===== src/verilog/aef_pkg.sv =====
// aef_pkg: sizes, timing counts, register map and types of the encode/output formatter
// assumes a 20 MHz system clock and an AXI4-Lite register port with 32-bit data
package aef_pkg;

  // ----------------------------------------------------------------
  // sizes
  // ----------------------------------------------------------------
  localparam int DATA_W = 10;            // output code width
  localparam int IN_W   = 12;            // digitised input level, signed, with headroom
  localparam int CNT_W  = 16;            // period and gap counters
  localparam int ADDR_W = 8;

  // ----------------------------------------------------------------
  // timing
  // ----------------------------------------------------------------
  localparam int CLK_PERIOD_NS = 50;
  localparam int STOP_TIME_NS  = 2000;   // gap that counts as a stopped sample clock
  localparam int STOP_CYCLES   = STOP_TIME_NS / CLK_PERIOD_NS;
  localparam int LOCK_EDGES    = 100;    // rising edges the stabilizer needs to relock

  // ----------------------------------------------------------------
  // code map
  // ----------------------------------------------------------------
  localparam logic signed [IN_W-1:0] FS_POS   = 12'sh1ff;
  localparam logic signed [IN_W-1:0] FS_NEG   = 12'she00;
  localparam logic [DATA_W-1:0]      CODE_TOP = 10'h1ff;  // two's complement maximum
  localparam logic [DATA_W-1:0]      CODE_BOT = 10'h200;  // two's complement minimum

  // ----------------------------------------------------------------
  // registers, byte addresses, fields and reset values
  // ----------------------------------------------------------------
  localparam logic [ADDR_W-1:0] REG_CTRL       = 8'h00;
  localparam logic [ADDR_W-1:0] REG_STATUS     = 8'h04;
  localparam logic [ADDR_W-1:0] REG_IRQ_STATUS = 8'h08;
  localparam logic [ADDR_W-1:0] REG_IRQ_CLEAR  = 8'h0c;
  localparam logic [ADDR_W-1:0] REG_IRQ_ENABLE = 8'h10;
  localparam logic [ADDR_W-1:0] REG_SAMPLES    = 8'h14;
  localparam logic              CTRL_RUN_RST   = 1'h1;
  localparam int CTRL_RUN_BIT  = 0;
  localparam int STAT_TWOS_BIT = 2;      // mode sits in bits 1:0
  localparam int STAT_STAB_BIT = 3;
  localparam int STAT_LOCK_BIT = 4;
  localparam int STAT_ACT_BIT  = 5;
  localparam int IRQ_W         = 3;
  localparam int IRQ_OVR_BIT   = 0;
  localparam int IRQ_LOCK_BIT  = 1;
  localparam int IRQ_STOP_BIT  = 2;
  localparam logic [1:0] RESP_OKAY   = 2'h0;
  localparam logic [1:0] RESP_SLVERR = 2'h2;

  typedef enum logic [1:0] {
    MODE_FULL  = 2'b00,
    MODE_SIMUL = 2'b01,
    MODE_INTER = 2'b10,
    MODE_LVDS  = 2'b11
  } aef_mode_t;

  typedef struct packed {
    logic              over;
    logic [DATA_W-1:0] code;
  } aef_word_t;

endpackage


===== src/verilog/aef_formatter.sv =====
// aef_formatter: sample clock tracking, duty-cycle stabilizer, code mapping and output modes
// assumes the sample clock, input level and strap pins arrive from outside clk's domain
//
// Summary of operation
// the sample clock source stays at or below 250 Msps
// without stabilizer, the source delivers 50 percent duty within five percent
// each high and low phase lasts at least 1.9 ns
// stabilizer on: sample on rising edge, internal falling edge made by a loop
// stabilizer on: 40 to 60 percent input duty still yields 50 percent internally
// after a long clock stop, one hundred edges pass before data is trusted (the code waits only with the stabilizer on)
// format pin at one third or two thirds of supply enables the stabilizer
// the source keeps the sample rate at or above 1 Msps
// 10-bit result, offset binary; two's complement inverts the top bit
// overrange flag high only beyond full scale, code then saturates
// demultiplexed modes spread samples over buses A and B at half rate
// demultiplexed buses update on alternate samples or together, as selected
// output-mode pin picks full-rate, demux simultaneous, demux interleaved or LVDS
// bus A data changes just after its clock rises, captured on the fall
// simultaneous mode: bus B changes after its clock falls; interleaved: like A
// format pin low two levels give offset binary, upper two two's complement
// single-ended buses carry own overrange flags; LVDS uses one flag
// demux samples alternate A then B, A first after the pipeline fills
// output clock toggles per sample at full rate, half rate when demultiplexed
`timescale 1ns/1ps
module aef_formatter (
  input  wire logic                             clk,
  input  wire logic                             reset,
  input  wire logic                             sampleClockPos,
  input  wire logic signed [aef_pkg::IN_W-1:0]  analogLevel,
  input  wire logic [1:0]                       outputModeLevel,
  input  wire logic [1:0]                       formatLevel,
  output logic [aef_pkg::DATA_W-1:0]            sampleCodeBitsA,
  output logic [aef_pkg::DATA_W-1:0]            sampleCodeBitsB,
  output logic                                  overrangeFlagBusA,
  output logic                                  overrangeFlagBusB,
  output logic                                  overrangeFlag,
  output logic                                  dataReadyClockBusA,
  output logic                                  dataReadyClockBusB,
  output logic                                  dataReadyClock,
  output logic                                  irq,
  input  wire logic [aef_pkg::ADDR_W-1:0]       awaddr,
  input  wire logic                             awvalid,
  output logic                                  awready,
  input  wire logic [31:0]                      wdata,
  input  wire logic [3:0]                       wstrb,
  input  wire logic                             wvalid,
  output logic                                  wready,
  output logic [1:0]                            bresp,
  output logic                                  bvalid,
  input  wire logic                             bready,
  input  wire logic [aef_pkg::ADDR_W-1:0]       araddr,
  input  wire logic                             arvalid,
  output logic                                  arready,
  output logic [31:0]                           rdata,
  output logic [1:0]                            rresp,
  output logic                                  rvalid,
  input  wire logic                             rready
);
  import aef_pkg::*;

  // ----------------------------------------------------------------
  // input synchronisers
  // ----------------------------------------------------------------
  logic [2:0]             encSync_r;     // [0] meta, [1] synced, [2] history
  logic signed [IN_W-1:0] levelMeta_r, level_r;
  logic [1:0]             modeMeta_r, modePin_r, fmtMeta_r, fmtPin_r;

  // two flops before use; the level bus may skew by a cycle, harmless at the bench rate
  always_ff @(posedge clk)
  begin
    if (reset)
      encSync_r <= 3'h0;
    else
      encSync_r <= {encSync_r[1:0], sampleClockPos};
    levelMeta_r <= analogLevel;
    level_r     <= levelMeta_r;
    modeMeta_r  <= outputModeLevel;
    modePin_r   <= modeMeta_r;
    fmtMeta_r   <= formatLevel;
    fmtPin_r    <= fmtMeta_r;
  end

  logic      riseEv, fallExt, stabOn, twosOn;
  aef_mode_t outMode;
  // edges of the sample clock, strap decoding
  assign riseEv  = encSync_r[1] & ~encSync_r[2];
  assign fallExt = ~encSync_r[1] & encSync_r[2];
  assign stabOn  = (fmtPin_r == 2'h1) || (fmtPin_r == 2'h2);
  assign twosOn  = fmtPin_r[1];
  assign outMode = aef_mode_t'(modePin_r);

  // ----------------------------------------------------------------
  // period tracking and stop detection
  // ----------------------------------------------------------------
  logic [CNT_W-1:0] sinceRise_r, period_r;
  logic             clockActive_r, stopEv;
  // a gap of STOP_CYCLES cycles, twice the slowest legal period, means the clock stopped
  assign stopEv = clockActive_r && !riseEv
                  && (sinceRise_r == CNT_W'(STOP_CYCLES - 1));

  always_ff @(posedge clk)
  begin
    if (reset)
    begin
      sinceRise_r   <= '0;
      period_r      <= '0;
      clockActive_r <= 1'b0;
    end
    else if (riseEv)
    begin
      period_r      <= sinceRise_r + CNT_W'(1);
      sinceRise_r   <= '0;
      clockActive_r <= 1'b1;
    end
    else
    begin
      if (sinceRise_r != '1)
        sinceRise_r <= sinceRise_r + CNT_W'(1);
      if (stopEv)
        clockActive_r <= 1'b0;
    end
  end

  // ----------------------------------------------------------------
  // duty-cycle stabilizer: lock counting and internal falling edge
  // ----------------------------------------------------------------
  logic [6:0] lockCount_r;
  logic       locked_r, lockEv, fallPt;
  assign lockEv = stabOn && riseEv && !locked_r
                  && (lockCount_r == 7'(LOCK_EDGES - 1));
  // with the stabilizer the external fall is ignored and the midpoint is used
  assign fallPt = stabOn ? (clockActive_r && !riseEv && (sinceRise_r == (period_r >> 1)))
                         : fallExt;

  // relock restarts whenever the clock stops or the stabilizer is switched off
  always_ff @(posedge clk)
  begin
    if (reset || stopEv || !stabOn)
    begin
      lockCount_r <= 7'h0;
      locked_r    <= 1'b0;
    end
    else if (riseEv && !locked_r)
    begin
      lockCount_r <= lockCount_r + 7'h1;
      locked_r    <= lockEv;
    end
  end

  // ----------------------------------------------------------------
  // code mapping
  // ----------------------------------------------------------------
  aef_word_t word;
  logic      run_r, doSample, demux, slotB_r;
  // saturate beyond full scale, then pick the output format
  always_comb
  begin
    word.over = 1'b0;
    word.code = level_r[DATA_W-1:0];
    if (level_r > FS_POS)
    begin
      word.over = 1'b1;
      word.code = CODE_TOP;
    end
    else if (level_r < FS_NEG)
    begin
      word.over = 1'b1;
      word.code = CODE_BOT;
    end
    if (!twosOn)
      word.code[DATA_W-1] = ~word.code[DATA_W-1];
  end

  // outputs only move with a trusted clock and while software lets them run
  assign doSample = riseEv && run_r && (!stabOn || locked_r);
  assign demux    = (outMode == MODE_SIMUL) || (outMode == MODE_INTER);

  // bus A takes the first sample after reset, a switch into a demux mode, or a stabilizer relock
  always_ff @(posedge clk)
  begin
    if (reset || !demux || (stabOn && !locked_r))
      slotB_r <= 1'b0;
    else if (doSample)
      slotB_r <= ~slotB_r;
  end

  // ----------------------------------------------------------------
  // output buses and output clocks
  // ----------------------------------------------------------------
  aef_word_t hold_r;
  always_ff @(posedge clk)
  begin
    if (reset)
    begin
      sampleCodeBitsA    <= '0;
      sampleCodeBitsB    <= '0;
      overrangeFlagBusA  <= 1'b0;
      overrangeFlagBusB  <= 1'b0;
      overrangeFlag      <= 1'b0;
      dataReadyClockBusA <= 1'b0;
      dataReadyClockBusB <= 1'b0;
      dataReadyClock     <= 1'b0;
      hold_r             <= '0;
    end
    else if (doSample)
    begin
      unique case (outMode)
        MODE_FULL:
        begin
          {overrangeFlagBusA, sampleCodeBitsA} <= word;
          dataReadyClockBusA <= 1'b1;
        end
        MODE_LVDS:
        begin
          {overrangeFlag, sampleCodeBitsA} <= word;
          dataReadyClock <= 1'b1;
        end
        MODE_INTER:
        begin
          // each bus changes as its own clock rises, on alternate samples
          if (!slotB_r)
            {overrangeFlagBusA, sampleCodeBitsA} <= word;
          else
            {overrangeFlagBusB, sampleCodeBitsB} <= word;
          dataReadyClockBusA <= ~slotB_r;
          dataReadyClockBusB <= slotB_r;
        end
        MODE_SIMUL:
        begin
          // the A sample waits one sample so both buses change together
          if (!slotB_r)
            hold_r <= word;
          else
          begin
            {overrangeFlagBusA, sampleCodeBitsA} <= hold_r;
            {overrangeFlagBusB, sampleCodeBitsB} <= word;
          end
          dataReadyClockBusA <= slotB_r;
          dataReadyClockBusB <= ~slotB_r;
        end
      endcase
    end
    else if (fallPt)
    begin
      // full-rate clocks fall mid-period; the receiver captures here
      if (outMode == MODE_FULL)
        dataReadyClockBusA <= 1'b0;
      if (outMode == MODE_LVDS)
        dataReadyClock <= 1'b0;
    end
  end

  // ----------------------------------------------------------------
  // register bus: AXI4-Lite slave
  // ----------------------------------------------------------------
  logic [ADDR_W-1:0] wrAddr_r;
  logic [31:0]       wrData_r, sampleCount_r, rdNxt;
  logic              awHeld_r, wHeld_r, wrBe_r, commit, rdHit;
  logic [IRQ_W-1:0]  irqStat_r, irqEn_r, irqEv;
  assign commit = awHeld_r && wHeld_r && !bvalid;

  // address and data are taken in either order; the response follows both
  always_ff @(posedge clk)
  begin
    if (reset)
    begin
      awready  <= 1'b0;
      wready   <= 1'b0;
      awHeld_r <= 1'b0;
      wHeld_r  <= 1'b0;
      bvalid   <= 1'b0;
      bresp    <= RESP_OKAY;
      wrAddr_r <= '0;
      wrData_r <= '0;
      wrBe_r   <= 1'b0;
    end
    else
    begin
      if (awvalid && awready)
      begin
        awready  <= 1'b0;
        awHeld_r <= 1'b1;
        wrAddr_r <= awaddr;
      end
      else if (!awHeld_r && !bvalid)
        awready <= 1'b1;
      if (wvalid && wready)
      begin
        wready   <= 1'b0;
        wHeld_r  <= 1'b1;
        wrData_r <= wdata;
        wrBe_r   <= wstrb[0];
      end
      else if (!wHeld_r && !bvalid)
        wready <= 1'b1;
      if (commit)
      begin
        awHeld_r <= 1'b0;
        wHeld_r  <= 1'b0;
        bvalid   <= 1'b1;
        bresp    <= (wrAddr_r == REG_CTRL || wrAddr_r == REG_IRQ_CLEAR
                     || wrAddr_r == REG_IRQ_ENABLE) ? RESP_OKAY : RESP_SLVERR;
      end
      else if (bvalid && bready)
        bvalid <= 1'b0;
    end
  end

  // read mux; unmapped addresses read zero with an error response
  always_comb
  begin
    rdHit = 1'b1;
    rdNxt = '0;
    unique case (araddr)
      REG_CTRL:       rdNxt[CTRL_RUN_BIT] = run_r;
      REG_STATUS:     rdNxt[STAT_ACT_BIT:0] = {clockActive_r, locked_r, stabOn,
                                               twosOn, modePin_r};
      REG_IRQ_STATUS: rdNxt[IRQ_W-1:0] = irqStat_r;
      REG_IRQ_ENABLE: rdNxt[IRQ_W-1:0] = irqEn_r;
      REG_SAMPLES:    rdNxt = sampleCount_r;
      REG_IRQ_CLEAR:  rdNxt = '0;
      default:        rdHit = 1'b0;
    endcase
  end

  always_ff @(posedge clk)
  begin
    if (reset)
    begin
      arready <= 1'b0;
      rvalid  <= 1'b0;
      rdata   <= '0;
      rresp   <= RESP_OKAY;
    end
    else if (arvalid && arready)
    begin
      arready <= 1'b0;
      rvalid  <= 1'b1;
      rdata   <= rdNxt;
      rresp   <= rdHit ? RESP_OKAY : RESP_SLVERR;
    end
    else if (rvalid && rready)
      rvalid <= 1'b0;
    else if (!rvalid)
      arready <= 1'b1;
  end

  // ----------------------------------------------------------------
  // control, counters and interrupts
  // ----------------------------------------------------------------
  assign irqEv = {stopEv, lockEv, doSample && word.over};

  // a new event wins over a clear landing in the same cycle
  always_ff @(posedge clk)
  begin
    if (reset)
    begin
      run_r         <= CTRL_RUN_RST;
      irqEn_r       <= '0;
      irqStat_r     <= '0;
      sampleCount_r <= '0;
      irq           <= 1'b0;
    end
    else
    begin
      if (commit && wrBe_r && wrAddr_r == REG_CTRL)
        run_r <= wrData_r[CTRL_RUN_BIT];
      if (commit && wrBe_r && wrAddr_r == REG_IRQ_ENABLE)
        irqEn_r <= wrData_r[IRQ_W-1:0];
      if (commit && wrBe_r && wrAddr_r == REG_IRQ_CLEAR)
        irqStat_r <= (irqStat_r & ~wrData_r[IRQ_W-1:0]) | irqEv;
      else
        irqStat_r <= irqStat_r | irqEv;
      if (doSample)
        sampleCount_r <= sampleCount_r + 32'h1;
      irq <= |(irqStat_r & irqEn_r);
    end
  end
endmodule


===== config.mk =====
export PLATFORM = sky130hd
export DESIGN_NAME = aef_formatter
export DESIGN_NICKNAME = d
export VERILOG_FILES = /design/src/verilog/aef_pkg.sv /design/src/verilog/aef_formatter.sv
export SDC_FILE = /design/constraint.sdc
export NUM_CORES = 1
export LEC_CHECK = 0
export ABC_CLOCK_PERIOD_IN_PS = 2960
export BUFFER_PORTS_ARGS = -buffer_cell sky130_fd_sc_hd__clkbuf_2
export CAP_MARGIN = 10
export CORE_UTILIZATION = 45
export DETAILED_ROUTE_END_ITERATION = 8
export MAX_ROUTING_LAYER = met4
export PLACE_DENSITY_LB_ADDON = 0.2
export SLEW_MARGIN = 25
export SYNTH_ARGS = -nofsm -noshare
export SYNTH_HDL_FRONTEND = slang
export SYNTH_SLANG_ARGS = --single-unit

===== constraint.sdc =====
create_clock -name clk -period 2.96 [get_ports clk]
set_input_delay 0.296 -clock clk [delete_from_list [all_inputs] [get_ports clk]]
set_output_delay 0.296 -clock clk [all_outputs]
set_load 0.005 [all_outputs]

; After elaboration in Yosys (flattened, before gate mapping)
; Cells that the tools add are included.
[word_totals]
reg_bits = 209
input_bits = 76
out_inout_bits = 68
word_cells = 178
[classes]
add_sub_neg = 3
magnitude_cmp = 2
eq_ne = 18
muxes = 33
bitwise_logic = 13
reduce_logical = 68
[op_table]
columns = op, n
row1 = adder 32 x 1 -> 32 bit (second input constant), 1
row2 = case mux 10 bit (3 select lines), 1
row3 = two-way mux 26 bit, 1
row4 = equality test 8 x 4 -> 1 bit (second input constant), 3
row5 = equality test 8 x 5 -> 1 bit (second input constant), 3
row6 = logical AND 1 bit, 24
row7 = two-way mux 11 bit, 2
row8 = two-way mux 10 bit, 2
row9 = two-way mux 1 bit, 18
row10 = adder 16 x 1 -> 16 bit (second input constant), 1
row11 = equality test 16 x 15 -> 1 bit, 1
row12 = equality test 16 x 6 -> 1 bit (second input constant), 1
row13 = logical NOT 8 bit, 2
row14 = inequality test 16 bit (second input constant), 1
row15 = OR reduction 2 bit, 7
row16 = greater-than comparator 12 x 10 -> 1 bit (second input constant), 1
row17 = < comparator 12 x 10 -> 1 bit (second input constant), 1
row18 = AND reduction 3 bit, 4
row19 = nonzero test 2 bit, 6
row20 = logical OR 1 bit, 9
row21 = equality test 8 x 3 -> 1 bit (second input constant), 1
row22 = case mux 2 bit (4 select lines), 1
row23 = AND reduction 2 bit, 4
row24 = adder 7 x 1 -> 7 bit (second input constant), 1
row25 = other kinds (21), 41

; Logic depth before layout (Yosys ltp)
; Gate-level depths: netlist of run 1.
[depth]
depth_word = 8
mapped_depth = 7
ltp_nobuf = 6

; Worst setup path before layout of run 1
; Ideal clock, no wire load.
[synth_path]
path_type = register to register
from = register wrAddr_r[0]
to = register irqEn_r[0]
setup_time_ns = 0.128
arrival_time_ns = 1.989
t_required_ns = 2.832
slack_ns = 0.843
stages_incl_launch_ff = 7
path_buffers = 1
synth_period_minus_slack_ns = 2.117
cell_sequence = dfxtp_1 or4_4 or3_1 or4b_1 buf_2 mux2i_1 nor2_1
[synth_between]
elab_chain_cells = 2
[synth_rtl]
columns = element, line_no
row1 = "start, declared", aef_formatter.sv:256  ; logic [ADDR_W-1:0] wrAddr_r;
row2 = "start signal, assigned", aef_formatter.sv:283  ; wrAddr_r <= awaddr;
row3 = equality test 8 x 5 -> 1 bit, aef_formatter.sv:368  ; if (commit && wrBe_r && wrAddr_r == REG_IRQ_ENABLE)
row4 = logical AND 1 bit, aef_formatter.sv:368
row5 = "end signal, assigned", aef_formatter.sv:369  ; irqEn_r <= wrData_r[IRQ_W-1:0];
row6 = "end, declared", aef_formatter.sv:259  ; logic [IRQ_W-1:0] irqStat_r, irqEn_r, irqEv;
; No other way between the ends.
; A chain may end at the register's enable or synchronous reset.

; Worst setup path in the final report of run 1
[layout_path]
from = register wrAddr_r[0]
to = register irqEn_r[2]
; Same word-level chain as after synthesis.

==> results of run 1 <==
[worst max-delay path, delay by kind of cell (launching register included)]
family,cells,cell delay [ns]
mux,1,0.20
simple gates,4,1.61
flops,1,0.31
[synthesized netlist by cell type (11+ instances only)]
library cell  number
dfxtp_1          206
nor2_1           128
a21oi_1           82
clkbuf_1          57
nand2_1           54
xnor2_1           35
nand3_1           33
a211oi_1          28
xor2_1            28
a22o_1            26
nor4_1            21
nor3_1            18
inv_1             17
mux2i_1           17
o21ai_0           15
nand4_1           12
or2_2             11
[power by group]
part	leakage (nW)	internal [mW]	switching, mW
logic	1.79	0.145	0.179
registers	1.68	2.84	0.0624
clock network	0.374	1.81	1.10
[metrics by stage]
step / util (%) / setup slack, ns / cell area [um2] / hold slack (ns)
detailed placement: 50.6 / 0.736 / 8830 / 0.312
global placement: 50.6 / 0.755 / 8830 / 0.312
global route: 56.0 / 0.515 / 9780 / 0.0160
floorplan: - / 0.843 / 8120 / 0.310
finish: 56.0 / 0.714 / 9780 / 0.00965
CTS: 56.0 / 0.716 / 9780 / 0.000465
[layer usage]
metal,vias up,track usage [%]
met5,-,-
met4,0,4.51
met3,22,3.88
met2,117,30.8
met1,2991,25.6
li1,3332,-
[what timing repair did]
item,4_1_cts,5_1_grt
hold endpoints to repair,16,0
hold buffers,16,0
gates resized for setup,0,0
[worst min path at each step]
stage,start,endpoint
floorplan,fmtMeta_r[0],fmtPin_r[0]
global placement,fmtMeta_r[0],fmtPin_r[0]
detailed placement,levelMeta_r[9],level_r[9]
CTS,sampleClockPos,encSync_r[0]
global route,sampleClockPos,encSync_r[0]
finish,sampleClockPos,encSync_r[0]
[flip-flops by register name, summed over array words and instances (netlist names), 3 cells and up]
register,flops
levelMeta_r,12
sampleCount_r,32
sampleCodeBitsB,10
level_r,12
wrData_r,3
irqEn_r,3
irqStat_r,3
sampleCodeBitsA,10
lockCount_r,7
wrAddr_r,8
hold_r,11
encSync_r,3
period_r,15
sinceRise_r,16
rdata,32
[cell families (layout without fill, tap and decap cells)]
| kind of cell | Yosys count | count (layout) |
|---|---|---|
| flops | 206 | 206 |
| xor+xnor | 63 | 63 |
| fa+ha+maj | 8 | 8 |
| buf+inv | 79 | 196 |
| mux | 19 | 19 |
| simple gates | 326 | 326 |
| other cells | 1 | 2 |
| compound gates | 190 | 190 |
[layout make-up]
type	instances	area, um2	share of cell area (%)
sequential	206	4120	42.2
clock buffer	31	656	6.70
inverter	17	63.8	0.652
tap	225	282	2.88
multi-input combinational	608	3700	37.8
clock inverter	9	130	1.33
timing repair buffer	139	826	8.44
==> metrics.md, run 1 <==
| Metric | Value |
|---|---|
| Master of the slowest instance on the critical path | or4b_1 |
| CP endpoint | irqEn_r[2] |
| Layout cell share with drive strength beyond 1 | 18.5% |
| Hold path depth | 2 |
| Met3 routed WL | 809 um |
| Max Used Layer | met4 |
| Drt total wl | 17.3 mm |
| Top-area cell type share of the netlist area | 50.8% |
| Met2 wire length | 7.75 mm |
| Initial core utilization | 46.4% |
| Kind of critical path | reg -> reg |
| Synth cell types | 51 |
| XOR/XNOR Fraction of Synth Area | 6.80% |
| Worst skew pair latency | 0.50 ns |
| Synth Area in Simple Gates | 19.4% |
| Post-synthesis mux area share | 2.37% |
| DR iter-0 viols | 349 |
| Vias | 6462 |
| Top cells by area, synth | dfxtp_1, nor2_1, a21oi_1, xnor2_1, xor2_1 |
| Register area share after synthesis | 50.8% |
| CTS tree | built |
| Largest net degree at the start of global routing | 89 |
| Routability cong. | 0.809 |
| Initial antenna violation count | 0 |
| Fillers | 1570 |
| Vias in the first global route | 5889 |
| Skew final | 0.0179 ns |
| CP Launch Point | wrAddr_r[0] |
| First-pass DRT Iterations | 5 |
| Maximum vdd drop | 0.000509 V |
| Io pins | 144 |
| Crit start category | register |
| CTS sink count | 206 |
| Met1 WL | 8.45 mm |
| Power per Cell Area | 627 nW/um2 |
| P&R area growth vs syn | 20.5% |
| Vias per inst | 5.23 |
| Slew margin rel. | 33.5% |
| Core area | 17500 um2 |
| Mapped cell area | 8120 um2 |
| Root Buffer | clkbuf_16 |
| CTS clk-pin slew, worst paths | 0.06 ns |
| Worst-path maximum fanout | 3 |
| Post-detail-place hpwl | 11.4 mm |
| Setup violators final | 0 |
| GR Util All Layers | 19.5% |
| CP max stage delay | 0.63 ns |
| Worst endpoint required time | 3.33 ns |
| Die extent in y | 136 um |
| DRC | 0 |
| Status | complete, no violations |
| Unrepaired setup endpoints after global routing | no |
| Tot Pwr | 6.13 mW |
| FF-to-FF path depth | 5 |
| TritonCTS Buffers | 22 |
| Setup TNS Final | 0 ns |
| Diodes inserted | 0 |
| Fin crit period | 2.25 ns |
| Nets | 1078 |
| Syn. warnings | 0 |
| Maximum clock rate | 445 MHz |
| R2R Setup Slk | 0.71 ns |
| Final Max Tran Viols | 0 |
| Worst hold path class | in -> reg |
| Final Hold Vio Count | 0 |
| Max-cap violations | 0 |
| Post-Synth Adder-Cell Area | 1.23% |
| Worst reg2reg startpoint | wrAddr_r[0] |
| # H-tree levels | 1 |
| Endpoint class of the critical path | register |
| Fin cells | 1235 |
| Synth Area in Compound Gates | 15.5% |
| Commonest non-fill, non-tap cell in the layout | dfxtp_1 |
| First-pass GRT wire length | 28.8 mm |
| Least-Margin Pin Slew | 0.997 ns |
| Ys async rst share | 0% |
| Post-route ant nets | 0 |
| Synthesized instance count | 892 |
| Synth Register Bits | 206 |
| Most used DFF post-synth | dfxtp_1 |
| Wire per inst | 14.0 um |
| Placed insts | 1179 |
| Post-CTS setup buffer count | 0 |
| Critical path, cell by cell | or4_4, or3_1, or4b_1, mux2i_1, nor2_1 |
| Port bufs | 109 |
| Leak | 3.84 nW |
| Die ar. | 18600 um2 |
| Grt total ovfl | 0 |
| Number of synthesized flops with an enable pin | 0 |
| Max Root-Sink Buffers | 3 |
| Dominant cell type by area after synthesis | dfxtp_1 |
| Worst reg2reg endpoint | irqEn_r[2] |
| Most frequent cells in the layout | dfxtp_1, nor2_1, clkbuf_2, a21oi_1, nand2_1 |
| FP Rows | 48 |
| Die Span X | 136 um |
| Period utilization | 75.9% |
| Mapped Avg Cell Area | 9.10 um2 |
| Largest family of logic cells by synthesized area | simple AND/OR/NAND/NOR gates |
| Crit path arrival time | 2.62 ns |
No activity file was read; power rests on OpenSTA's default activity.
==> run 2, diff against run 1 <==
--- a/config.mk
+++ b/config.mk
@@ -5,7 +5,7 @@
 export SDC_FILE = /design/constraint.sdc
 export NUM_CORES = 1
 export LEC_CHECK = 0
-export ABC_CLOCK_PERIOD_IN_PS = 2960
+export ABC_CLOCK_PERIOD_IN_PS = 2320
 export BUFFER_PORTS_ARGS = -buffer_cell sky130_fd_sc_hd__clkbuf_2
 export CAP_MARGIN = 10
 export CORE_UTILIZATION = 45
==> constraint.sdc (replaced) <==
create_clock -name clk -period 2.32 [get_ports clk]
set_input_delay 0.232 -clock clk [delete_from_list [all_inputs] [get_ports clk]]
set_output_delay 0.232 -clock clk [all_outputs]
set_load 0.005 [all_outputs]
==> metrics.md, run 2 (synthesis gave the netlist of run 1 again) <==
| Metric | Value |
|---|---|
| Status | complete, no violations (unchanged) |
| Final Hold Vio Count | 0 (unchanged) |
| Drt total wl | 17.4 mm (was 17.3 mm) |
| Worst hold path class | in -> reg (unchanged) |
| Routability cong. | 0.815 (was 0.809) |
| Vias per inst | 5.20 (was 5.23) |
| TritonCTS Buffers | 23 (was 22) |
| Most frequent cells in the layout | dfxtp_1, nor2_1, clkbuf_2, a21oi_1, nand2_1 (unchanged) |
| Die extent in y | 136 um (unchanged) |
| Critical path, cell by cell | or4_4, or3_1, or4b_1, mux2i_1, nor2_1 (unchanged) |
| Kind of critical path | reg -> reg (unchanged) |
| Critical path's top delay family | simple AND/OR/NAND/NOR gates (unchanged) |
| Setup TNS Final | 0 ns (unchanged) |
| Largest net degree at the start of global routing | 96 (was 89) |
| Grt total ovfl | 0 (unchanged) |
| Crit path arrival time | 2.57 ns (was 2.62 ns) |
| Power per Cell Area | 771 nW/um2 (was 627 nW/um2) |
| Maximum clock rate | 454 MHz (was 445 MHz) |
| Leak | 3.93 nW (was 3.84 nW) |
| Biggest regs | rdata x32, sampleCount_r x32, sinceRise_r x16 (unchanged) |
| GR Util All Layers | 19.5% (about the same) |
| DR iter-0 viols | 335 (was 349) |
| Max Root-Sink Buffers | 3 (unchanged) |
| Skew final | 0.0108 ns (was 0.0179 ns) |
| Layout cell share with drive strength beyond 1 | 19.0% (was 18.5%) |
| Setup violators final | 0 (unchanged) |
| Worst-path maximum fanout | 3 (unchanged) |
| Worst endpoint required time | 2.68 ns (was 3.33 ns) |
| Buf+Inv Stages, Crit Path | 0 (unchanged) |
| Initial core utilization | 46.4% (unchanged) |
| Die Span X | 136 um (unchanged) |
| CP max stage delay | 0.61 ns (was 0.63 ns) |
| Commonest non-fill, non-tap cell in the layout | dfxtp_1 (unchanged) |
| Vias in the first global route | 6079 (was 5889) |
| Slew margin rel. | 58.8% (was 33.5%) |
| CTS tree | built (unchanged) |
| Maximum vdd drop | 0.000527 V (was 0.000509 V) |
| Least-Margin Pin Slew | 0.617 ns (was 0.997 ns) |
| CTS sink count | 206 (unchanged) |
| # H-tree levels | 1 (unchanged) |
| Root Buffer | clkbuf_16 (unchanged) |
| Nets | 1099 (was 1078) |
| Crit start category | register (unchanged) |
| Period utilization | 94.9% (was 75.9%) |
| Core area | 17500 um2 (unchanged) |
| Fin crit period | 2.20 ns (was 2.25 ns) |
| First-pass GRT wire length | 29.0 mm (was 28.8 mm) |
| Max-cap violations | 0 (unchanged) |
| Post-route ant nets | 0 (unchanged) |
| Wire per inst | 13.9 um (was 14.0 um) |
| Unrepaired setup endpoints after global routing | no (unchanged) |
| Worst skew pair latency | 0.49 ns (was 0.50 ns) |
| Initial antenna violation count | 0 (unchanged) |
| DRC | 0 (unchanged) |
| P&R area growth vs syn | 22.3% (was 20.5%) |
| Port bufs | 109 (unchanged) |
| FP Rows | 48 (unchanged) |
| Tot Pwr | 7.65 mW (was 6.13 mW) |
| Diodes inserted | 0 (unchanged) |
| Vias | 6512 (was 6462) |
| Fillers | 1592 (was 1570) |
| Post-detail-place hpwl | 11.8 mm (was 11.4 mm) |
| Die ar. | 18600 um2 (unchanged) |
| Final Max Tran Viols | 0 (unchanged) |
| Endpoint class of the critical path | register (unchanged) |
| Master of the slowest instance on the critical path | or4b_1 (unchanged) |
| CTS clk-pin slew, worst paths | 0.06 ns (about the same) |
| Io pins | 144 (unchanged) |
| First-pass DRT Iterations | 7 (was 5) |
-- run 2: cell types whose count changed in the layout (fill, tap and decap cells not counted), moves of 3 or more --
| cell | previous run | this run |
|---|---|---|
| dlygate4sd3_1 | 16 | 28 |
| clkinv_2 | 2 | 5 |
| clkinvlp_4 | 4 | 1 |
| buf_4 | 14 | 22 |
-- run 2: per-stage QoR --
step                hold WS (ns)  instances  instance area [um2]  utilization (%)  worst slack, ns
floorplan                  0.260        893                 8120                -            0.203
global placement           0.312       1187                 8890             50.9            0.137
detailed placement         0.312       1187                 8890             50.9            0.125
finish                    0.0133       1253                 9920             56.8            0.119
global route            0.000898       1253                 9920             56.8           0.0298
CTS                     0.000918       1253                 9910             56.7            0.117
-- run 2: power by group --
part / internal [mW] / switching [mW]
clock: 2.15 / 1.36
sequential: 3.63 / 0.0782
combinational: 0.203 / 0.232
-- run 2: per-layer routing --
metal	part of all wire (%)	global-route usage, %	vias to the layer above
li1	-	-	3376
met1	49	25.7	2989
met2	45	30.8	127
met3	5.0	3.77	20
met4	1.3	4.32	0
met5	0	-	-
-- run 2: worst min-delay path: cells and delay by family --
| kind | cells | cell delay, ns |
|---|---|---|
| compound gates | 1 | 0.06 |
| buf+inv | 1 | 0.08 |
| simple gates | 1 | 0.08 |
-- run 2: area by class of cell --
| class | count | area [um2] | area share [%] |
|---|---|---|---|
| clock buffers | 29 | 638 | 6.43 |
| clock inverters | 9 | 101 | 1.02 |
| inverters | 17 | 63.8 | 0.643 |
| multi-input cells | 608 | 3710 | 37.4 |
| flip-flops and latches | 206 | 4120 | 41.6 |
| well taps | 225 | 282 | 2.84 |
| repair buffers | 159 | 1010 | 10.1 |
-- run 2: path summary, 6_finish.rpt --
| path | startpoint | cells after the start | endpoint | slack (ns) |
|---|---|---|---|---|
| hold reg to reg | modeMeta_r[1] | 0 | modePin_r[1] | 0.33 |
| hold / removal | awaddr[4] | 3 | wrAddr_r[4] | 0.01 |
| setup reg to reg | wrAddr_r[0] | 5 | irqEn_r[1] | 0.12 |
| setup / recovery | wrAddr_r[0] | 5 | irqEn_r[1] | 0.12 |
-- run 2: timing repair --
action | in CTS | in global routing
setup buffers | 0 | 0
gates resized for setup | 0 | 1
hold endpoints to repair | 28 | 0
hold buffers | 28 | 0
setup endpoints to repair | 0 | 1
